### src/hw/tmr2_map.svh
`ifndef TMR2_MAP_SVH
`define TMR2_MAP_SVH
// Register word addresses (Avalon word index)
`define TMR2_ADDR_CTRL      3'h0
`define TMR2_ADDR_MODE      3'h1
`define TMR2_ADDR_CNT_LO    3'h2
`define TMR2_ADDR_CNT_HI    3'h3
`define TMR2_ADDR_RLD_LO    3'h4
`define TMR2_ADDR_RLD_HI    3'h5
// Control register bit positions
`define TMR2_CTRL_OVF       7
`define TMR2_CTRL_EXT       6
`define TMR2_CTRL_RXB       5
`define TMR2_CTRL_TXB       4
`define TMR2_CTRL_EXEN      3
`define TMR2_CTRL_RUN       2
`define TMR2_CTRL_CT        1
`define TMR2_CTRL_CPRL      0
// Mode register bit positions
`define TMR2_MODE_OE        1
`define TMR2_MODE_DOWN_COUNT_ENABLE      0
// Reset values
`define TMR2_CTRL_RST       8'h00
`define TMR2_MODE_RST       2'h0
`define TMR2_CNT_RST        16'h0000
`define TMR2_ALL_ONES       16'hFFFF
// Machine cycle: oscillator clocks per timer tick
`define TMR2_MCYC_DIV       3'h6
`define TMR2_MCYC_LAST      3'h5
// Baud tick = rollover rate / 16
`define TMR2_BAUD_DIV_LAST  4'hF
`endif

### src/hw/tmr2_pkg.sv
package tmr2_pkg;
  // Operating mode, one-hot
  typedef enum logic [4:0] {
    TMR2_OFF     = 5'b00001,
    TMR2_CAPTURE = 5'b00010,
    TMR2_RELOAD  = 5'b00100,
    TMR2_CLKOUT  = 5'b01000,
    TMR2_BAUD    = 5'b10000
  } tmr2_mode_type;
  // Pin-side signals
  typedef struct packed {
    logic count_pin;
    logic trigger_pin;
  } tmr2_pins_type;
  // Baud ticks sent to the UART
  typedef struct packed {
    logic tx_tick;
    logic rx_tick;
  } tmr2_baud_type;
endpackage

### src/hw/tmr2_core.sv
// Contract
// - Capture mode without external enable: plain 16-bit timer, overflow sets overflow flag.
// - Capture mode with external enable: trigger falling edge copies count into reload registers.
// - Trigger edge sets external flag; both flags drive one interrupt.
// - Capture never reloads the count; counting continues through captures.
// - Captured values unprotected; each new trigger edge overwrites them.
// - Down-count enable selects direction behaviour; clear after reset, so count up.
// - Counting up without external enable: overflow at FFFF sets flag and reloads.
// - Counting up with external enable: overflow or trigger edge reloads; edge sets flag.
// - Trigger edge detection: sampled high, then low, flag set one cycle later.
// - Down-count enabled, trigger high: count up, overflow sets flag, reload.
// - Down-count enabled, trigger low: count down, underflow at reload value loads FFFF.
// - Up/down mode: external flag toggles on each overflow and underflow.
// - Clock-out frequency is osc over twice (65536 minus reload); reload on rollover.
// - Clock-out rollovers raise no interrupt.
// - Tx and rx baud select independently choose this timer as UART baud source.
// - Baud mode: each high-byte rollover reloads the 16-bit count.
// - Baud mode internal clocking counts at oscillator rate; baud is rollover rate over 16.
// - Baud mode rollover sets no overflow flag and no interrupt.
// - Baud mode with external enable: trigger edge sets external flag, no reload.
// - Timer counts only while run bit is set.
// - Either baud select set forces auto-reload, ignoring capture/reload select.
`timescale 1ns/1ps
`default_nettype none
`include "tmr2_map.svh"

module tmr2_core
  import tmr2_pkg::*;
(
  // Clock and reset
  input  wire logic        core_clk,
  input  wire logic        arst_n,
  // Avalon-MM slave
  input  wire logic [2:0]  avs_address,
  input  wire logic        avs_read,
  input  wire logic        avs_write,
  input  wire logic [31:0] avs_writedata,
  input  wire logic [3:0]  avs_byteenable,
  output logic      [31:0] avs_readdata,
  output logic             avs_waitrequest,
  // Pins: count pin is two-way
  input  wire logic        count_pin_in,
  output logic             count_pin_out,
  output logic             count_pin_oe,
  input  wire logic        trigger_pin_in,
  // Interrupt request and UART baud ticks
  output logic             timer_irq,
  output tmr2_baud_type    baud_tick,
  output logic             tx_baud_select,
  output logic             rx_baud_select
);

  ////////////////////////////////////////////////////////////////////////////
  // Registers
  logic [7:0]    ctrl_r;
  logic [1:0]    mode_r;
  logic [15:0]   cnt_r;
  logic [15:0]   rld_r;
  logic          rd_done_r;
  logic [2:0]    mcyc_r;
  logic [3:0]    baud_div_r;
  logic          clk_out_r;
  tmr2_pins_type pin_s1_r;
  tmr2_pins_type pin_s2_r;
  logic          trig_prev_r;
  logic          cpin_prev_r;
  logic          ext_edge_r;

  logic          overflow_flag;
  logic          external_trigger_flag;
  logic          external_trigger_enable;
  logic          run_bit;
  logic          timer_counter_select;
  logic          capture_reload_select;
  logic          clock_output_enable;
  logic          down_count_enable;
  tmr2_mode_type mode;

  assign overflow_flag           = ctrl_r[`TMR2_CTRL_OVF];
  assign external_trigger_flag   = ctrl_r[`TMR2_CTRL_EXT];
  assign rx_baud_select          = ctrl_r[`TMR2_CTRL_RXB];
  assign tx_baud_select          = ctrl_r[`TMR2_CTRL_TXB];
  assign external_trigger_enable = ctrl_r[`TMR2_CTRL_EXEN];
  assign run_bit                 = ctrl_r[`TMR2_CTRL_RUN];
  assign timer_counter_select    = ctrl_r[`TMR2_CTRL_CT];
  assign capture_reload_select   = ctrl_r[`TMR2_CTRL_CPRL];
  assign clock_output_enable     = mode_r[`TMR2_MODE_OE];
  assign down_count_enable       = mode_r[`TMR2_MODE_DOWN_COUNT_ENABLE];

  ////////////////////////////////////////////////////////////////////////////
  // Mode decode
  always_comb
  begin
    if (!run_bit)
      mode = TMR2_OFF;
    else if (tx_baud_select || rx_baud_select)
      mode = TMR2_BAUD;
    else if (clock_output_enable)
      mode = TMR2_CLKOUT;
    else if (capture_reload_select)
      mode = TMR2_CAPTURE;
    else
      mode = TMR2_RELOAD;
  end

  ////////////////////////////////////////////////////////////////////////////
  // Pin synchronisers, two flops each
  always_ff @(posedge core_clk or negedge arst_n)
  begin
    if (!arst_n)
    begin
      pin_s1_r <= '0;
      pin_s2_r <= '0;
    end
    else
    begin
      pin_s1_r <= '{count_pin: count_pin_in, trigger_pin: trigger_pin_in};
      pin_s2_r <= pin_s1_r;
    end
  end

  ////////////////////////////////////////////////////////////////////////////
  // Machine-cycle enable: one pulse every six oscillator clocks
  logic mcyc_en;
  assign mcyc_en = (mcyc_r == `TMR2_MCYC_LAST);

  always_ff @(posedge core_clk or negedge arst_n)
  begin
    if (!arst_n)
      mcyc_r <= 3'h0;
    else if (mcyc_en)
      mcyc_r <= 3'h0;
    else
      mcyc_r <= mcyc_r + 3'h1;
  end

  ////////////////////////////////////////////////////////////////////////////
  // Trigger edge: high sample, low sample, flag in next machine cycle
  logic trig_fall;
  assign trig_fall = mcyc_en && trig_prev_r && !pin_s2_r.trigger_pin;

  always_ff @(posedge core_clk or negedge arst_n)
  begin
    if (!arst_n)
    begin
      trig_prev_r <= 1'b0;
      ext_edge_r  <= 1'b0;
    end
    else if (mcyc_en)
    begin
      trig_prev_r <= pin_s2_r.trigger_pin;
      ext_edge_r  <= trig_fall && external_trigger_enable;
    end
    else
      ext_edge_r  <= 1'b0;
  end

  // Edge acts only in capture, reload (up-only) and baud modes
  logic ext_evt;
  assign ext_evt = ext_edge_r && (mode == TMR2_CAPTURE || mode == TMR2_BAUD ||
                                  (mode == TMR2_RELOAD && !down_count_enable));

  ////////////////////////////////////////////////////////////////////////////
  // Count tick source
  logic cpin_fall;
  logic tick;
  assign cpin_fall = cpin_prev_r && !pin_s2_r.count_pin;

  always_ff @(posedge core_clk or negedge arst_n)
  begin
    if (!arst_n)
      cpin_prev_r <= 1'b0;
    else
      cpin_prev_r <= pin_s2_r.count_pin;
  end

  always_comb
  begin
    if (mode == TMR2_OFF)
      tick = 1'b0;
    else if (timer_counter_select && mode != TMR2_CLKOUT)
      tick = cpin_fall;
    else if (mode == TMR2_BAUD || mode == TMR2_CLKOUT)
      tick = 1'b1;                                        // oscillator rate
    else
      tick = mcyc_en;
  end

  ////////////////////////////////////////////////////////////////////////////
  // Counting, rollover and underflow
  logic count_down;
  logic rollover;
  logic underflow;
  assign count_down = (mode == TMR2_RELOAD) && down_count_enable && !pin_s2_r.trigger_pin;
  assign rollover   = tick && !count_down && (cnt_r == `TMR2_ALL_ONES);
  assign underflow  = tick && count_down && (cnt_r == rld_r);

  // Bus write decode
  logic wr_acc;
  assign wr_acc = avs_write && avs_byteenable[0];

  always_ff @(posedge core_clk or negedge arst_n)
  begin
    if (!arst_n)
      cnt_r <= `TMR2_CNT_RST;
    else if (wr_acc && avs_address == `TMR2_ADDR_CNT_LO)
      cnt_r[7:0] <= avs_writedata[7:0];
    else if (wr_acc && avs_address == `TMR2_ADDR_CNT_HI)
      cnt_r[15:8] <= avs_writedata[7:0];
    else if (underflow)
      cnt_r <= `TMR2_ALL_ONES;
    else if (rollover && mode != TMR2_CAPTURE)
      cnt_r <= rld_r;
    else if (ext_evt && mode == TMR2_RELOAD)
      cnt_r <= rld_r;
    else if (tick && count_down)
      cnt_r <= cnt_r - 16'h0001;
    else if (tick)
      cnt_r <= cnt_r + 16'h0001;                          // capture and baud edges leave it
  end

  ////////////////////////////////////////////////////////////////////////////
  // Reload / capture registers
  always_ff @(posedge core_clk or negedge arst_n)
  begin
    if (!arst_n)
      rld_r <= `TMR2_CNT_RST;
    else if (ext_evt && mode == TMR2_CAPTURE)
      rld_r <= cnt_r;
    else if (wr_acc && avs_address == `TMR2_ADDR_RLD_LO)
      rld_r[7:0] <= avs_writedata[7:0];
    else if (wr_acc && avs_address == `TMR2_ADDR_RLD_HI)
      rld_r[15:8] <= avs_writedata[7:0];
  end

  ////////////////////////////////////////////////////////////////////////////
  // Control register with hardware flags; hardware set wins over software clear
  logic ovf_set;
  logic ext_set;
  logic ext_tgl;
  logic updown;
  assign updown  = (mode == TMR2_RELOAD) && down_count_enable;
  assign ovf_set = (rollover || underflow) && (mode == TMR2_CAPTURE || mode == TMR2_RELOAD);
  assign ext_tgl = updown && (rollover || underflow);
  assign ext_set = ext_evt;

  always_ff @(posedge core_clk or negedge arst_n)
  begin
    if (!arst_n)
      ctrl_r <= `TMR2_CTRL_RST;
    else
    begin
      if (wr_acc && avs_address == `TMR2_ADDR_CTRL)
        ctrl_r <= avs_writedata[7:0];
      if (ovf_set)
        ctrl_r[`TMR2_CTRL_OVF] <= 1'b1;
      if (ext_set)
        ctrl_r[`TMR2_CTRL_EXT] <= 1'b1;
      else if (ext_tgl)
        ctrl_r[`TMR2_CTRL_EXT] <= ~external_trigger_flag;
    end
  end

  always_ff @(posedge core_clk or negedge arst_n)
  begin
    if (!arst_n)
      mode_r <= `TMR2_MODE_RST;
    else if (wr_acc && avs_address == `TMR2_ADDR_MODE)
      mode_r <= avs_writedata[1:0];
  end

  // Shared interrupt request from both flags
  assign timer_irq = overflow_flag || external_trigger_flag;

  ////////////////////////////////////////////////////////////////////////////
  // Clock-out pin toggles on each rollover
  always_ff @(posedge core_clk or negedge arst_n)
  begin
    if (!arst_n)
      clk_out_r <= 1'b0;
    else if (mode == TMR2_CLKOUT && rollover)
      clk_out_r <= ~clk_out_r;
  end

  assign count_pin_out = clk_out_r;
  assign count_pin_oe  = clock_output_enable && !timer_counter_select;

  ////////////////////////////////////////////////////////////////////////////
  // Baud divide by 16 of rollovers
  logic baud_pulse;
  assign baud_pulse = (mode == TMR2_BAUD) && rollover && (baud_div_r == `TMR2_BAUD_DIV_LAST);

  always_ff @(posedge core_clk or negedge arst_n)
  begin
    if (!arst_n)
      baud_div_r <= 4'h0;
    else if (mode == TMR2_BAUD && rollover)
      baud_div_r <= baud_div_r + 4'h1;
  end

  always_ff @(posedge core_clk or negedge arst_n)
  begin
    if (!arst_n)
      baud_tick <= '0;
    else
    begin
      baud_tick.tx_tick <= baud_pulse && tx_baud_select;
      baud_tick.rx_tick <= baud_pulse && rx_baud_select;
    end
  end

  ////////////////////////////////////////////////////////////////////////////
  // Avalon read: one wait state, data registered
  always_ff @(posedge core_clk or negedge arst_n)
  begin
    if (!arst_n)
    begin
      rd_done_r    <= 1'b0;
      avs_readdata <= 32'h0000_0000;
    end
    else
    begin
      rd_done_r <= avs_read && !rd_done_r;
      case (avs_address)
        `TMR2_ADDR_CTRL:   avs_readdata <= {24'h00_0000, ctrl_r};
        `TMR2_ADDR_MODE:   avs_readdata <= {30'h0000_0000, mode_r};
        `TMR2_ADDR_CNT_LO: avs_readdata <= {24'h00_0000, cnt_r[7:0]};
        `TMR2_ADDR_CNT_HI: avs_readdata <= {24'h00_0000, cnt_r[15:8]};
        `TMR2_ADDR_RLD_LO: avs_readdata <= {24'h00_0000, rld_r[7:0]};
        `TMR2_ADDR_RLD_HI: avs_readdata <= {24'h00_0000, rld_r[15:8]};
        default:           avs_readdata <= 32'h0000_0000;
      endcase
    end
  end

  assign avs_waitrequest = avs_read && !rd_done_r;

  ////////////////////////////////////////////////////////////////////////////
  // Checks
  a_run_gates_count: assert property (@(posedge core_clk) disable iff (!arst_n)
    (!run_bit && !$past(wr_acc)) |=> $stable(cnt_r) || $past(wr_acc))
    else $error("count moved while stopped");

  a_capture_copies: assert property (@(posedge core_clk) disable iff (!arst_n)
    (ext_evt && mode == TMR2_CAPTURE) |=> rld_r == $past(cnt_r))
    else $error("capture did not copy count");

  a_no_ovf_baud: assert property (@(posedge core_clk) disable iff (!arst_n)
    (mode == TMR2_BAUD && rollover && !overflow_flag && !wr_acc) |=> !overflow_flag)
    else $error("baud rollover set overflow flag");

  a_up_reload: assert property (@(posedge core_clk) disable iff (!arst_n)
    (mode == TMR2_RELOAD && rollover && !wr_acc) |=> cnt_r == $past(rld_r) && overflow_flag)
    else $error("overflow did not reload");

  a_down_underflow: assert property (@(posedge core_clk) disable iff (!arst_n)
    (underflow && !wr_acc) |=> cnt_r == `TMR2_ALL_ONES && overflow_flag)
    else $error("underflow did not load all ones");

  a_ext_toggle: assert property (@(posedge core_clk) disable iff (!arst_n)
    (ext_tgl && !ext_set && !wr_acc) |=> external_trigger_flag != $past(external_trigger_flag))
    else $error("external flag did not toggle");

  a_capture_keeps: assert property (@(posedge core_clk) disable iff (!arst_n)
    (mode == TMR2_CAPTURE && rollover && !wr_acc) |=> cnt_r == 16'h0000)
    else $error("capture mode reloaded count");

  a_clkout_toggle: assert property (@(posedge core_clk) disable iff (!arst_n)
    (mode == TMR2_CLKOUT && rollover) |=> count_pin_out != $past(count_pin_out) &&
      (!$rose(overflow_flag) || $past(wr_acc)))
    else $error("clock out did not toggle");

endmodule
`default_nettype wire

### config.mk
export PLATFORM = sky130hd
export DESIGN_NAME = tmr2_core
export DESIGN_NICKNAME = d
export VERILOG_FILES = /design/src/hw/tmr2_pkg.sv /design/src/hw/tmr2_core.sv
export VERILOG_INCLUDE_DIRS = /design/src /design/src/hw
export SDC_FILE = /design/constraint.sdc
export NUM_CORES = 1
export LEC_CHECK = 0
export ABC_AREA = 1
export CORE_ASPECT_RATIO = 0.6
export CORE_MARGIN = 2
export CORE_UTILIZATION = 65
export DETAILED_ROUTE_END_ITERATION = 10
export DONT_BUFFER_PORTS = 1
export GPL_ROUTABILITY_DRIVEN = 0
export GPL_TIMING_DRIVEN = 0
export HOLD_SLACK_MARGIN = 0.05
export PLACE_DENSITY = 0.81
export SLEW_MARGIN = 20
export SYNTH_ARGS = -nofsm -noshare
export SYNTH_HDL_FRONTEND = slang
export SYNTH_SLANG_ARGS = --single-unit
### constraint.sdc
create_clock -name core_clk -period 3.7 [get_ports core_clk]
set_clock_uncertainty 0.1 [all_clocks]
set_input_delay 0.555 -clock core_clk [delete_from_list [all_inputs] [get_ports core_clk]]
set_output_delay 0.555 -clock core_clk [all_outputs]
set_load 0.03 [all_outputs]
==> impl_metrics.csv, run 1 <==
group,metric,value,unit
status,run_status,"finished, final reports clean",
die,rows,24,
place,place_area,0.00510,sq mm
critical_path,crit_fanout,14,
final_layout,fin_area,0.00549,sq mm
drt,wl_met3,2.30,mm
die,die_height,71.1,um
drt,ant_nets,0,
synth,synth_xor_area_frac,0.0395,
synth,synth_top_area_share,0.349,
place,io_buffers,0,
sta,period_needed,3.38,ns
cts,cts_sinks,68,
min_path,hold_path.class,"input port to flip-flop",
synth,yosys-top-cells-area,"dfrtp_1 (35%), nand2_1 (18%), inv_1 (5.8%)",
sta,holdWs,0.137,ns
sta,rsz0062_at_grt,"no",
die,io_pins,85,
critical_path,worstSetupStartpoint,"ctrl_r[5]",
cts,clk_latency,0.34,ns
die,dieWidth,116,um
synth,synth_fa_ha_area_frac,0.0426,
cts,clk_pin_slew,0.06,ns
synth,synth_edf_count,0,
drt,drt-met1-wl,6.07,mm
sta,finalHoldViolCount,0,
global_routing,grt_pass1_vias,4630,
synth,netlist_area,0.00488,sq mm
final_layout,antenna_cells,0,
drt,drc,0,
synth,synth-simple-area-share,0.343,
final_layout,drive_above_1_share,0.127,
run,drv_cap,0,
critical_path,critPathKind,"flip-flop to flip-flop",
global_routing,overflow,0,
synth,ys_ff_latch,68,
synth,synthesis.instances,698,
drt,route.met2.wl,6.05,mm
die,dieArea,0.00824,sq mm
synth,netlist.top_cell.by_area,"dfrtp_1",
critical_path,ff2ff_path_depth,19,
drt,drt_iter0_markers,690,
sta,setup_violations,0,
drt,top_layer,"met4",
global_routing,grt_max_degree,69,
sta,relSlewSlack,0.556,
final_layout,nets,798,
drt,route.vias.total,4914,
critical_path,regToRegSetupSlack,0.32,ns
place,hpwlAfterDp,10.8,mm
critical_path,worstPathArrival,3.52,ns
synth,synthFlopType,"dfrtp_1",
drt,wirelength,14.8,mm
pwr,p_leak,0.00295,uW
final_layout,fillers,572,
cts,root_buffer,"clkbuf_16",
global_routing,grt_util_all_layers,0.379,
sta,slew_violations,0,
place,dpl.cell_count,825,
pwr,pwr_density_cell,570,mW/mm^2
min_path,holdPathStages,0,
critical_path,crit_path_start_kind,"flip-flop",
synth,synth-compound-area-share,0.103,
sta,tns,0,ns
final_layout,fin_cells,846,
synth,ys_types,37,
cts,cts_inserted_buffers,9,
synth,avgSynthCellArea,6.99,sq um
synth,yosysWarnings,0,
synth,muxShareOfSynthArea,0.00461,
synth,synth_top_family_by_area,"simple AND/OR/NAND/NOR gates",
cts,h-tree-depth,3,
global_routing,grt_pass1_wl,23.4,mm
critical_path,reg2reg_from,"ctrl_r[5]",
cts,cts_tree,"done",
critical_path,r2r-end,"cnt_r[15]",
pwr,ir_drop,359,uV
synth,synth_common_cells,"nand2_1 (237), inv_1 (75), nor2_1 (74)",
die,start_util,0.672,
drt,wl_per_cell,17.5,um
sta,fmax,0.296,GHz
sta,tightest_slew,0.664,ns
cts,cts_buffer_depth,2,
synth,ys_seq_area_frac,0.349,
synth,ys_async_sr_fraction,1.00,
critical_path,end_kind,"flip-flop",
sta,period_share,0.914,
critical_path,required,3.83,ns
drt,drtPass1Iterations,6,
final_layout,area_growth,12.4,%
die,fp.coreArea,0.00727,sq mm
synth,synthMostInstantiatedCell,"nand2_1",
drt,drt-vias-per-instance,5.81,
global_routing,antenna_found_initial,1,
critical_path,endpoint,"cnt_r[15]",
[where the power goes]
group          leakage [uW]  switching, uW  internal (uW)
Combinational       0.00195            658            379
Clock              0.000148            337            559
Sequential         0.000859            296            902
[worst max-delay path: stages (launching register included)]
cell and delay (ns):
dfrtp_1 0.58, inv_2 0.13, nand2_1 0.16, nand2_1 0.08, nand2_1 0.07, nand2_1 0.12, nand2_2 0.11, nand2_2 0.09
nor2_4 0.14, buf_12 0.16, ha_1 0.29, or2_2 0.35, nand3_1 0.10, nand2_1 0.14, a21oi_1 0.28, nand3_1 0.13
nand3_1 0.10, nand2_1 0.05, nand2_1 0.05, nand2_1 0.04
[stage by stage]
step	power, uW	setup slack (ns)	util
5_1_grt	3290	0.143	0.755
6_report	3130	0.318	0.755
3_5_place_dp	2160	0.0621	0.701
4_1_cts	3080	0.206	0.750
3_3_place_gp	2120	0.142	0.701
2_1_floorplan	1900	0.717	-
[worst min path at each step]
| stage | slack (ns) | start | to |
|---|---|---|---|
| 2_1_floorplan | 0.16 | arst_n | avs_readdata[0] |
| 3_3_place_gp | 0.16 | arst_n | pin_s1_r[0] |
| 3_5_place_dp | 0.16 | arst_n | mcyc_r[2] |
| 4_1_cts | 0.14 | count_pin_in | pin_s1_r[1] |
| 5_1_grt | 0.14 | count_pin_in | pin_s1_r[1] |
| 6_report | 0.14 | count_pin_in | pin_s1_r[1] |
[cells in the final DEF (no fill, tap or decap), types with 6 or more instances in the layout]
master / instances
nand2_1: 237
inv_1: 75
nor2_1: 74
dfrtp_1: 68
nand3_1: 39
buf_4: 26
a21oi_1: 24
conb_1: 24
o21ai_0: 18
xnor2_1: 15
ha_1: 15
inv_2: 14
o221ai_1: 13
clkbuf_16: 9
nor2_2: 7
o21ai_1: 7
xor2_1: 7
nand4_1: 6
a221oi_1: 6
[cell type report]
| type | count | area (sq um) | area share |
|---|---|---|---|
| clock inverters | 5 | 58.8 | 0.0107 |
| well taps | 104 | 130 | 0.0237 |
| plain buffers | 32 | 244 | 0.0445 |
| repair buffers | 5 | 72.6 | 0.0132 |
| clock buffers | 11 | 253 | 0.0461 |
| inverters | 89 | 334 | 0.0609 |
| multi-input cells | 532 | 2690 | 0.491 |
| flip-flops and latches | 68 | 1700 | 0.310 |
[registers in the layout, summed over array words and instances (netlist names), 2 cells and up]
signal	count
mode_r	2
cnt_r	16
baud_tick	2
baud_div_r	4
pin_s2_r	2
ctrl_r	8
avs_readdata	8
pin_s1_r	2
mcyc_r	3
rld_r	16
[cells by family after synthesis]
| family | count (synthesis) |
|---|---|
| AOI/OAI and AO/OA | 78 |
| xor gates and xnor gates | 22 |
| adders and majority gates | 16 |
| buffers and inverters | 121 |
| DFF | 68 |
| muxes | 2 |
| other | 1 |
| and+or+nand+nor | 390 |
[routing by layer]
metal,up-vias,track usage
met5,-,0
met2,359,0.543
met3,46,0.138
li1,2253,-
met4,0,0.116
met1,2256,0.539
[what timing repair did]
action	4_1_cts	5_1_grt
cloned	0	0
setup buffers	0	3
hold buffers	2	0
resized for setup	1	0
setup endpoints to repair	1	2
pin swaps	0	1
endpoints found under the hold margin	68	0
Power figures use the tool's default switching activity.
==> run 2: changes to the inputs <==
--- a/config.mk
+++ b/config.mk
@@ -9,13 +9,12 @@
 export ABC_AREA = 1
 export CORE_ASPECT_RATIO = 0.6
 export CORE_MARGIN = 2
-export CORE_UTILIZATION = 65
+export CORE_UTILIZATION = 40
 export DETAILED_ROUTE_END_ITERATION = 10
 export DONT_BUFFER_PORTS = 1
 export GPL_ROUTABILITY_DRIVEN = 0
 export GPL_TIMING_DRIVEN = 0
 export HOLD_SLACK_MARGIN = 0.05
-export PLACE_DENSITY = 0.81
 export SLEW_MARGIN = 20
 export SYNTH_ARGS = -nofsm -noshare
 export SYNTH_HDL_FRONTEND = slang
==> impl_metrics.csv, run 2 (synthesis results as in run 1) <==
group,metric,value,unit
run,drv_cap,0,
final_layout,antenna_cells,0,
drt,drc,0,
drt,wl_per_cell,16.4,um
cts,h-tree-depth,3,
global_routing,overflow,0,
pwr,p_leak,0.00296,uW
final_layout,area_growth,14.2,%
cts,clk_latency,0.34,ns
final_layout,nets,798,
sta,tns,0,ns
final_layout,mostFrequentLayoutCell,"nand2_1",
final_layout,drive_above_1_share,0.127,
sta,slew_violations,0,
critical_path,r2r-end,"cnt_r[14]",
die,die_height,89.6,um
critical_path,worstPathArrival,3.40,ns
place,hpwlAfterDp,11.6,mm
global_routing,grt_util_all_layers,0.240,
cts,cts_inserted_buffers,9,
drt,drt_iter0_markers,444,
die,fp.coreArea,0.0120,sq mm
critical_path,critPathKind,"flip-flop to flip-flop",
min_path,worst_hold_path.endpoint,"pin_s1_r[0]",
die,dieArea,0.0131,sq mm
drt,ant_nets,0,
global_routing,grt_pass1_vias,4260,
sta,rsz0062_at_grt,"no",
critical_path,end_kind,"flip-flop",
critical_path,reg2reg_from,"ctrl_r[4]",
sta,relSlewSlack,0.586,
cts,root_buffer,"clkbuf_16",
global_routing,grt_pass1_wl,23.7,mm
sta,tightest_slew,0.618,ns
status,run_status,"finished, final reports clean",
sta,fin_ws,0.432,ns
die,io_pins,85,
cts,cts_tree,"done",
cts,cts_sinks,68,
min_path,hold_path.class,"input port to flip-flop",
pwr,pwr_density_cell,565,mW/mm^2
critical_path,crit_path_start_kind,"flip-flop",
sta,fmax,0.306,GHz
die,dieWidth,147,um
place,place_worst_setup_slack,0.0223,ns
drt,route.vias.total,4688,
pwr,ir_drop,288,uV
die,start_util,0.407,
global_routing,antenna_found_initial,0,
final_layout,layout_common_cells,"nand2_1 (237), inv_1 (75), nor2_1 (74), dfrtp_1 (68), nand3_1 (39)",
critical_path,ff2ff_path_depth,17,
sta,period_share,0.883,
critical_path,regToRegSetupSlack,0.43,ns
sta,period_needed,3.27,ns
sta,setup_violations,0,
critical_path,crit_fanout,7,
global_routing,grt_max_degree,69,
min_path,hp-start,"trigger_pin_in",
cts,clk_pin_slew,0.06,ns
die,rows,31,
min_path,holdPathStages,0,
place,io_buffers,0,
sta,finalHoldViolCount,0,
critical_path,required,3.83,ns
cts,cts_buffer_depth,2,
drt,wirelength,14.9,mm
drt,drtPass1Iterations,6,
final_layout,top_regs,"cnt_r: 16 flops, rld_r: 16 flops",
drt,drt-vias-per-instance,5.17,
run 2: cell count changes in the layout (fill, tap and decap cells not counted):
cell        before  now
clkbuf_8         2    0
clkinv_4         0    2
bufinv_16        1    2
clkinvlp_4       2    1
run 2: how the worst max path moves through the flow:
stage                   start   endpoint  cells after the start
detailed placement  ctrl_r[5]  cnt_r[13]                     20
finish              ctrl_r[4]  cnt_r[14]                     17
floorplan           ctrl_r[4]  cnt_r[15]                     17
global placement    ctrl_r[5]  cnt_r[15]                     18
CTS                 ctrl_r[5]  cnt_r[13]                     20
global route        ctrl_r[4]  cnt_r[14]                     18
run 2: report_power, final:
group	total, uW	internal [uW]	switching, uW
registers	1190	902	291
clock network	942	593	349
logic	1020	378	639
total	3150	1870	1280
run 2: repair_timing:
action / 4_1_cts / 5_1_grt
endpoints found under the hold margin: 68 / 0
pin swaps: 0 / 1
hold buffers: 2 / 0
setup buffers: 0 / 3
endpoints found under the setup margin: 2 / 1
gates resized for setup: 1 / 0
run 2: layout make-up:
cell class                      count  area [sq um]
Clock buffer                        9           225
Fill cell                        1231          6410
Sequential cell                    68          1700
Inverter                           89           334
Clock inverter                      7          98.8
Timing Repair Buffer                5          72.6
Multi-Input combinational cell    532          2690
Buffer                             32           244
Tap cell                          165           206
run 2: per-layer routing:
layer | GRT usage | vias to the layer above | part of all wire
li1 | - | 2256 | -
met1 | 0.368 | 2194 | 0.51
met2 | 0.335 | 221 | 0.37
met3 | 0.0668 | 17 | 0.11
met4 | 0.0424 | 0 | 0.011
met5 | 0 | - | 0
run 2: stage by stage:
stage | hold WS (ns) | utilization | cell area (sq um) | power (uW) | instances
2_1_floorplan | 0.159 | - | 4970 | 1900 | 721
5_1_grt | 0.131 | 0.465 | 5580 | 3350 | 907
4_1_cts | 0.139 | 0.462 | 5540 | 3140 | 904
3_5_place_dp | 0.160 | 0.432 | 5170 | 2170 | 886
6_report | 0.140 | 0.465 | 5580 | 3150 | 907
3_3_place_gp | 0.161 | 0.432 | 5170 | 2150 | 886
run 2: worst max-delay path, stage by stage (launching register included):
cell	delay [ns]
dfrtp_1	0.53
nor2_4	0.28
nand4_1	0.17
nor2_1	0.24
nand3_1	0.28
fa_1	0.49
inv_1	0.10
nand3_1	0.07
nand3_1	0.19
nand2_1	0.08
nand3_1	0.11
nand2_1	0.14
nand3_1	0.10
nand2_1	0.06
nand2_1	0.06
nand2_1	0.05
nand2_1	0.06
nand2_1	0.05
==> run 3: changes to the inputs <==
--- a/config.mk
+++ b/config.mk
@@ -6,7 +6,8 @@
 export SDC_FILE = /design/constraint.sdc
 export NUM_CORES = 1
 export LEC_CHECK = 0
-export ABC_AREA = 1
+export CELL_PAD_IN_SITES_DETAIL_PLACEMENT = 1
+export CELL_PAD_IN_SITES_GLOBAL_PLACEMENT = 1
 export CORE_ASPECT_RATIO = 0.6
 export CORE_MARGIN = 2
 export CORE_UTILIZATION = 40
@@ -15,6 +16,7 @@
 export GPL_ROUTABILITY_DRIVEN = 0
 export GPL_TIMING_DRIVEN = 0
 export HOLD_SLACK_MARGIN = 0.05
+export PLACE_DENSITY_LB_ADDON = 0.1
 export SLEW_MARGIN = 20
 export SYNTH_ARGS = -nofsm -noshare
 export SYNTH_HDL_FRONTEND = slang
==> impl_metrics.csv, run 3 <==
group,metric,value,unit
synth,synth-compound-area-share,0.181,
final_layout,nets,606,
synth,yosysWarnings,0,
die,dieWidth,141,um
global_routing,overflow,0,
synth,synthMostInstantiatedCell,"dfrtp_1",
critical_path,worst_path_max_delay_cell,"dfrtp_4",
die,die_height,86.3,um
sta,holdWs,0.135,ns
place,hpwlAfterDp,11.7,mm
final_layout,multiInputGateArea,0.00287,sq mm
critical_path,crit_buf_inv,3,
final_layout,layout_common_cells,"dfrtp_1 (66), buf_4 (51), nand2_1 (44), nor2_1 (32), mux2i_1 (30)",
sta,fin_ws,-0.342,ns
drt,route.vias.total,4095,
sta,rsz0062_at_grt,"yes",
critical_path,cp_top_family,"compound AO/OA/AOI/OAI gates",
synth,synthesis.instances,478,
synth,ys_ff_latch,68,
global_routing,use_met2,0.404,
status,run_status,"finished with violations",
synth,synth_edf_count,0,
pwr,p_leak,0.00240,uW
sta,period_needed,4.04,ns
final_layout,area_growth,25.5,%
sta,fmax,0.247,GHz
critical_path,crit_fanout,7,
pwr,internal-power,2080,uW
die,dieArea,0.0122,sq mm
sta,tightest_slew,1.13,ns
cts,cts_inserted_buffers,9,
synth,synthFlopType,"dfrtp_1",
die,fp.coreArea,0.0108,sq mm
global_routing,grt_util_all_layers,0.282,
drt,wirelength,16.6,mm
synth,muxShareOfSynthArea,0.102,
global_routing,grt.met3_usage,0.0845,
synth,ys_seq_area_frac,0.377,
drt,ant_nets,0,
place,io_buffers,0,
pwr,clkPwrFrac,0.293,
die,start_util,0.419,
global_routing,grt_pass1_wl,25.3,mm
pwr,power,3410,uW
synth,yosys-top-cells-area,"dfrtp_1 (38%), mux2i_1 (6.7%), xor2_1 (4.5%)",
synth,ys_async_sr_fraction,1.00,
die,io_pins,85,
synth,netlist.top_cell.by_area,"dfrtp_1",
drt,drtPass1Iterations,5,
global_routing,antenna_found_initial,1,
run,drv_cap,0,
critical_path,worstPathArrival,4.17,ns
sta,period_share,1.09,
final_layout,post-route-util,0.525,
global_routing,grt_pass1_vias,4119,
final_layout,top_regs,"cnt_r: 16 flops, rld_r: 16 flops",
critical_path,cp_cell_sequence,"or4b_4, or3_4, nand2b_4, clkinvlp_4, buf_6, ha_4, o211ai_1, o211ai_1, a311oi_4, buf_4, nand2b_4, a311oi_4, a21oi_1, o21a_1",
drt,wl_per_cell,24.2,um
synth,synth_top_family_by_area,"compound AO/OA/AOI/OAI gates",
drt,drt_iter0_markers,372,
critical_path,crit_path_start_kind,"flip-flop",
synth,synth_xor_area_frac,0.0602,
sta,relSlewSlack,0.247,
final_layout,drive_above_1_share,0.250,
min_path,hold_path.class,"input port to flip-flop",
pwr,ir_drop,285,uV
synth,synth_top_area_share,0.377,
final_layout,fillers,1201,
pwr,pwr-share-seq,0.382,
synth,avgSynthCellArea,9.44,sq um
place,place_area,0.00479,sq mm
cts,h-tree-depth,3,
global_routing,met1_usage,0.420,
cts,cts_tree,"done",
status,violations,"setup timing",
pwr,p_comb_frac,0.325,
sta,slew_violations,0,
critical_path,critPathMaxStageDelay,0.58,ns
final_layout,mostFrequentLayoutCell,"dfrtp_1",
pwr,swShare,0.389,
synth,netlist_area,0.00451,sq mm
final_layout,antenna_cells,0,
cts,cts_sinks,68,
synth,synth_fa_ha_area_frac,0.0460,
sta,finalHoldViolCount,0,
final_layout,ff_latch_area,0.00171,sq mm
global_routing,busiest_layer,"met1",
synth,ys_types,64,
cts,clk_pin_slew,0.06,ns
pwr,pwr_density_cell,602,mW/mm^2
cts,cts_buffer_depth,2,
pwr,p_sw,1330,uW
place,place_worst_setup_slack,-0.917,ns
critical_path,required,3.83,ns
synth,synth-simple-area-share,0.170,
cts,root_buffer,"clkbuf_16",
sta,setup_violations,8,
drt,drt-vias-per-instance,5.95,
critical_path,end_kind,"flip-flop",
final_layout,fin_area,0.00566,sq mm
synth,synth_common_cells,"dfrtp_1 (68), nand2_1 (44), nor2_1 (34)",
drt,drc,0,
critical_path,critPathKind,"flip-flop to flip-flop",
cts,clk_latency,0.34,ns
global_routing,grt_max_degree,69,
die,rows,29,
==> run 3: changes by cell type after synthesis, moves of 14 or more <==
cell / before / now
inv_2: 14 / 0
nand3_1: 39 / 6
nor2_1: 74 / 34
xor2_1: 7 / 23
inv_1: 75 / 8
nand2_1: 237 / 44
mux2i_1: 0 / 30
==> run 3: per-stage QoR <==
step                setup TNS, ns  std cells
floorplan                       0        501
global placement            -4.03        640
detailed placement          -5.18        640
CTS                         -1.06        677
global route                -2.41        688
finish                      -1.45        688
==> run 3: worst paths after layout <==
check,startpoint,cells after the start,end,slack [ns]
worst max register to register,ctrl_r[4],14,cnt_r[13],-0.34
max in group asynchronous,arst_n,2,cnt_r[15],2.54
min in group asynchronous,arst_n,2,mcyc_r[2],0.65
worst min register to register,pin_s1_r[1],0,pin_s2_r[1],0.26
worst max-delay path,ctrl_r[4],14,cnt_r[13],-0.34
worst min-delay path,trigger_pin_in,0,pin_s1_r[0],0.13
==> run 3: layer usage <==
metal / vias up / wire [um] / share of wire
met4: 0 / 160 / 0.0096
met3: 14 / 1520 / 0.092
met5: - / 0 / 0
li1: 1833 / - / -
met1: 2088 / 7990 / 0.48
met2: 160 / 6950 / 0.42
==> run 3: final cells by class <==
type | instances | share of cell area
buffer | 41 | 0.0453
clock buffer | 9 | 0.0398
clock inverter | 6 | 0.0201
inverter | 8 | 0.00597
multi-input combinational | 384 | 0.507
sequential | 68 | 0.301
tap | 139 | 0.0307
timing repair buffer | 33 | 0.0499
==> run 3: power groups by stage <==
| stage | registers (uW) | logic, uW | clock network, uW |
|---|---|---|---|
| floorplan | 1130 | 704 | 0 |
| global placement | 1280 | 839 | 0 |
| detailed placement | 1290 | 882 | 0 |
| CTS | 1280 | 1030 | 1010 |
| global route | 1320 | 1210 | 1030 |
| finish | 1300 | 1110 | 998 |
==> run 3: cells by family (layout without fill, tap and decap cells) <==
kind of cell | Yosys count | count (layout)
buffers and inverters | 49 | 97
adders and majority gates | 16 | 16
and+or+nand+nor | 150 | 150
other | 1 | 24
AOI/OAI and AO/OA | 121 | 121
DFF | 68 | 68
muxes | 42 | 42
xor gates and xnor gates | 31 | 31
==> run 3: what timing repair did <==
| action | CTS | global route |
|---|---|---|
| buffers inserted | 20 | 12 |
| pin swaps | 19 | 26 |
| hold buffers | 2 | 0 |
| gates resized for setup | 41 | 13 |
| setup endpoints to repair | 12 | 10 |
| endpoints found under the hold margin | 68 | 0 |
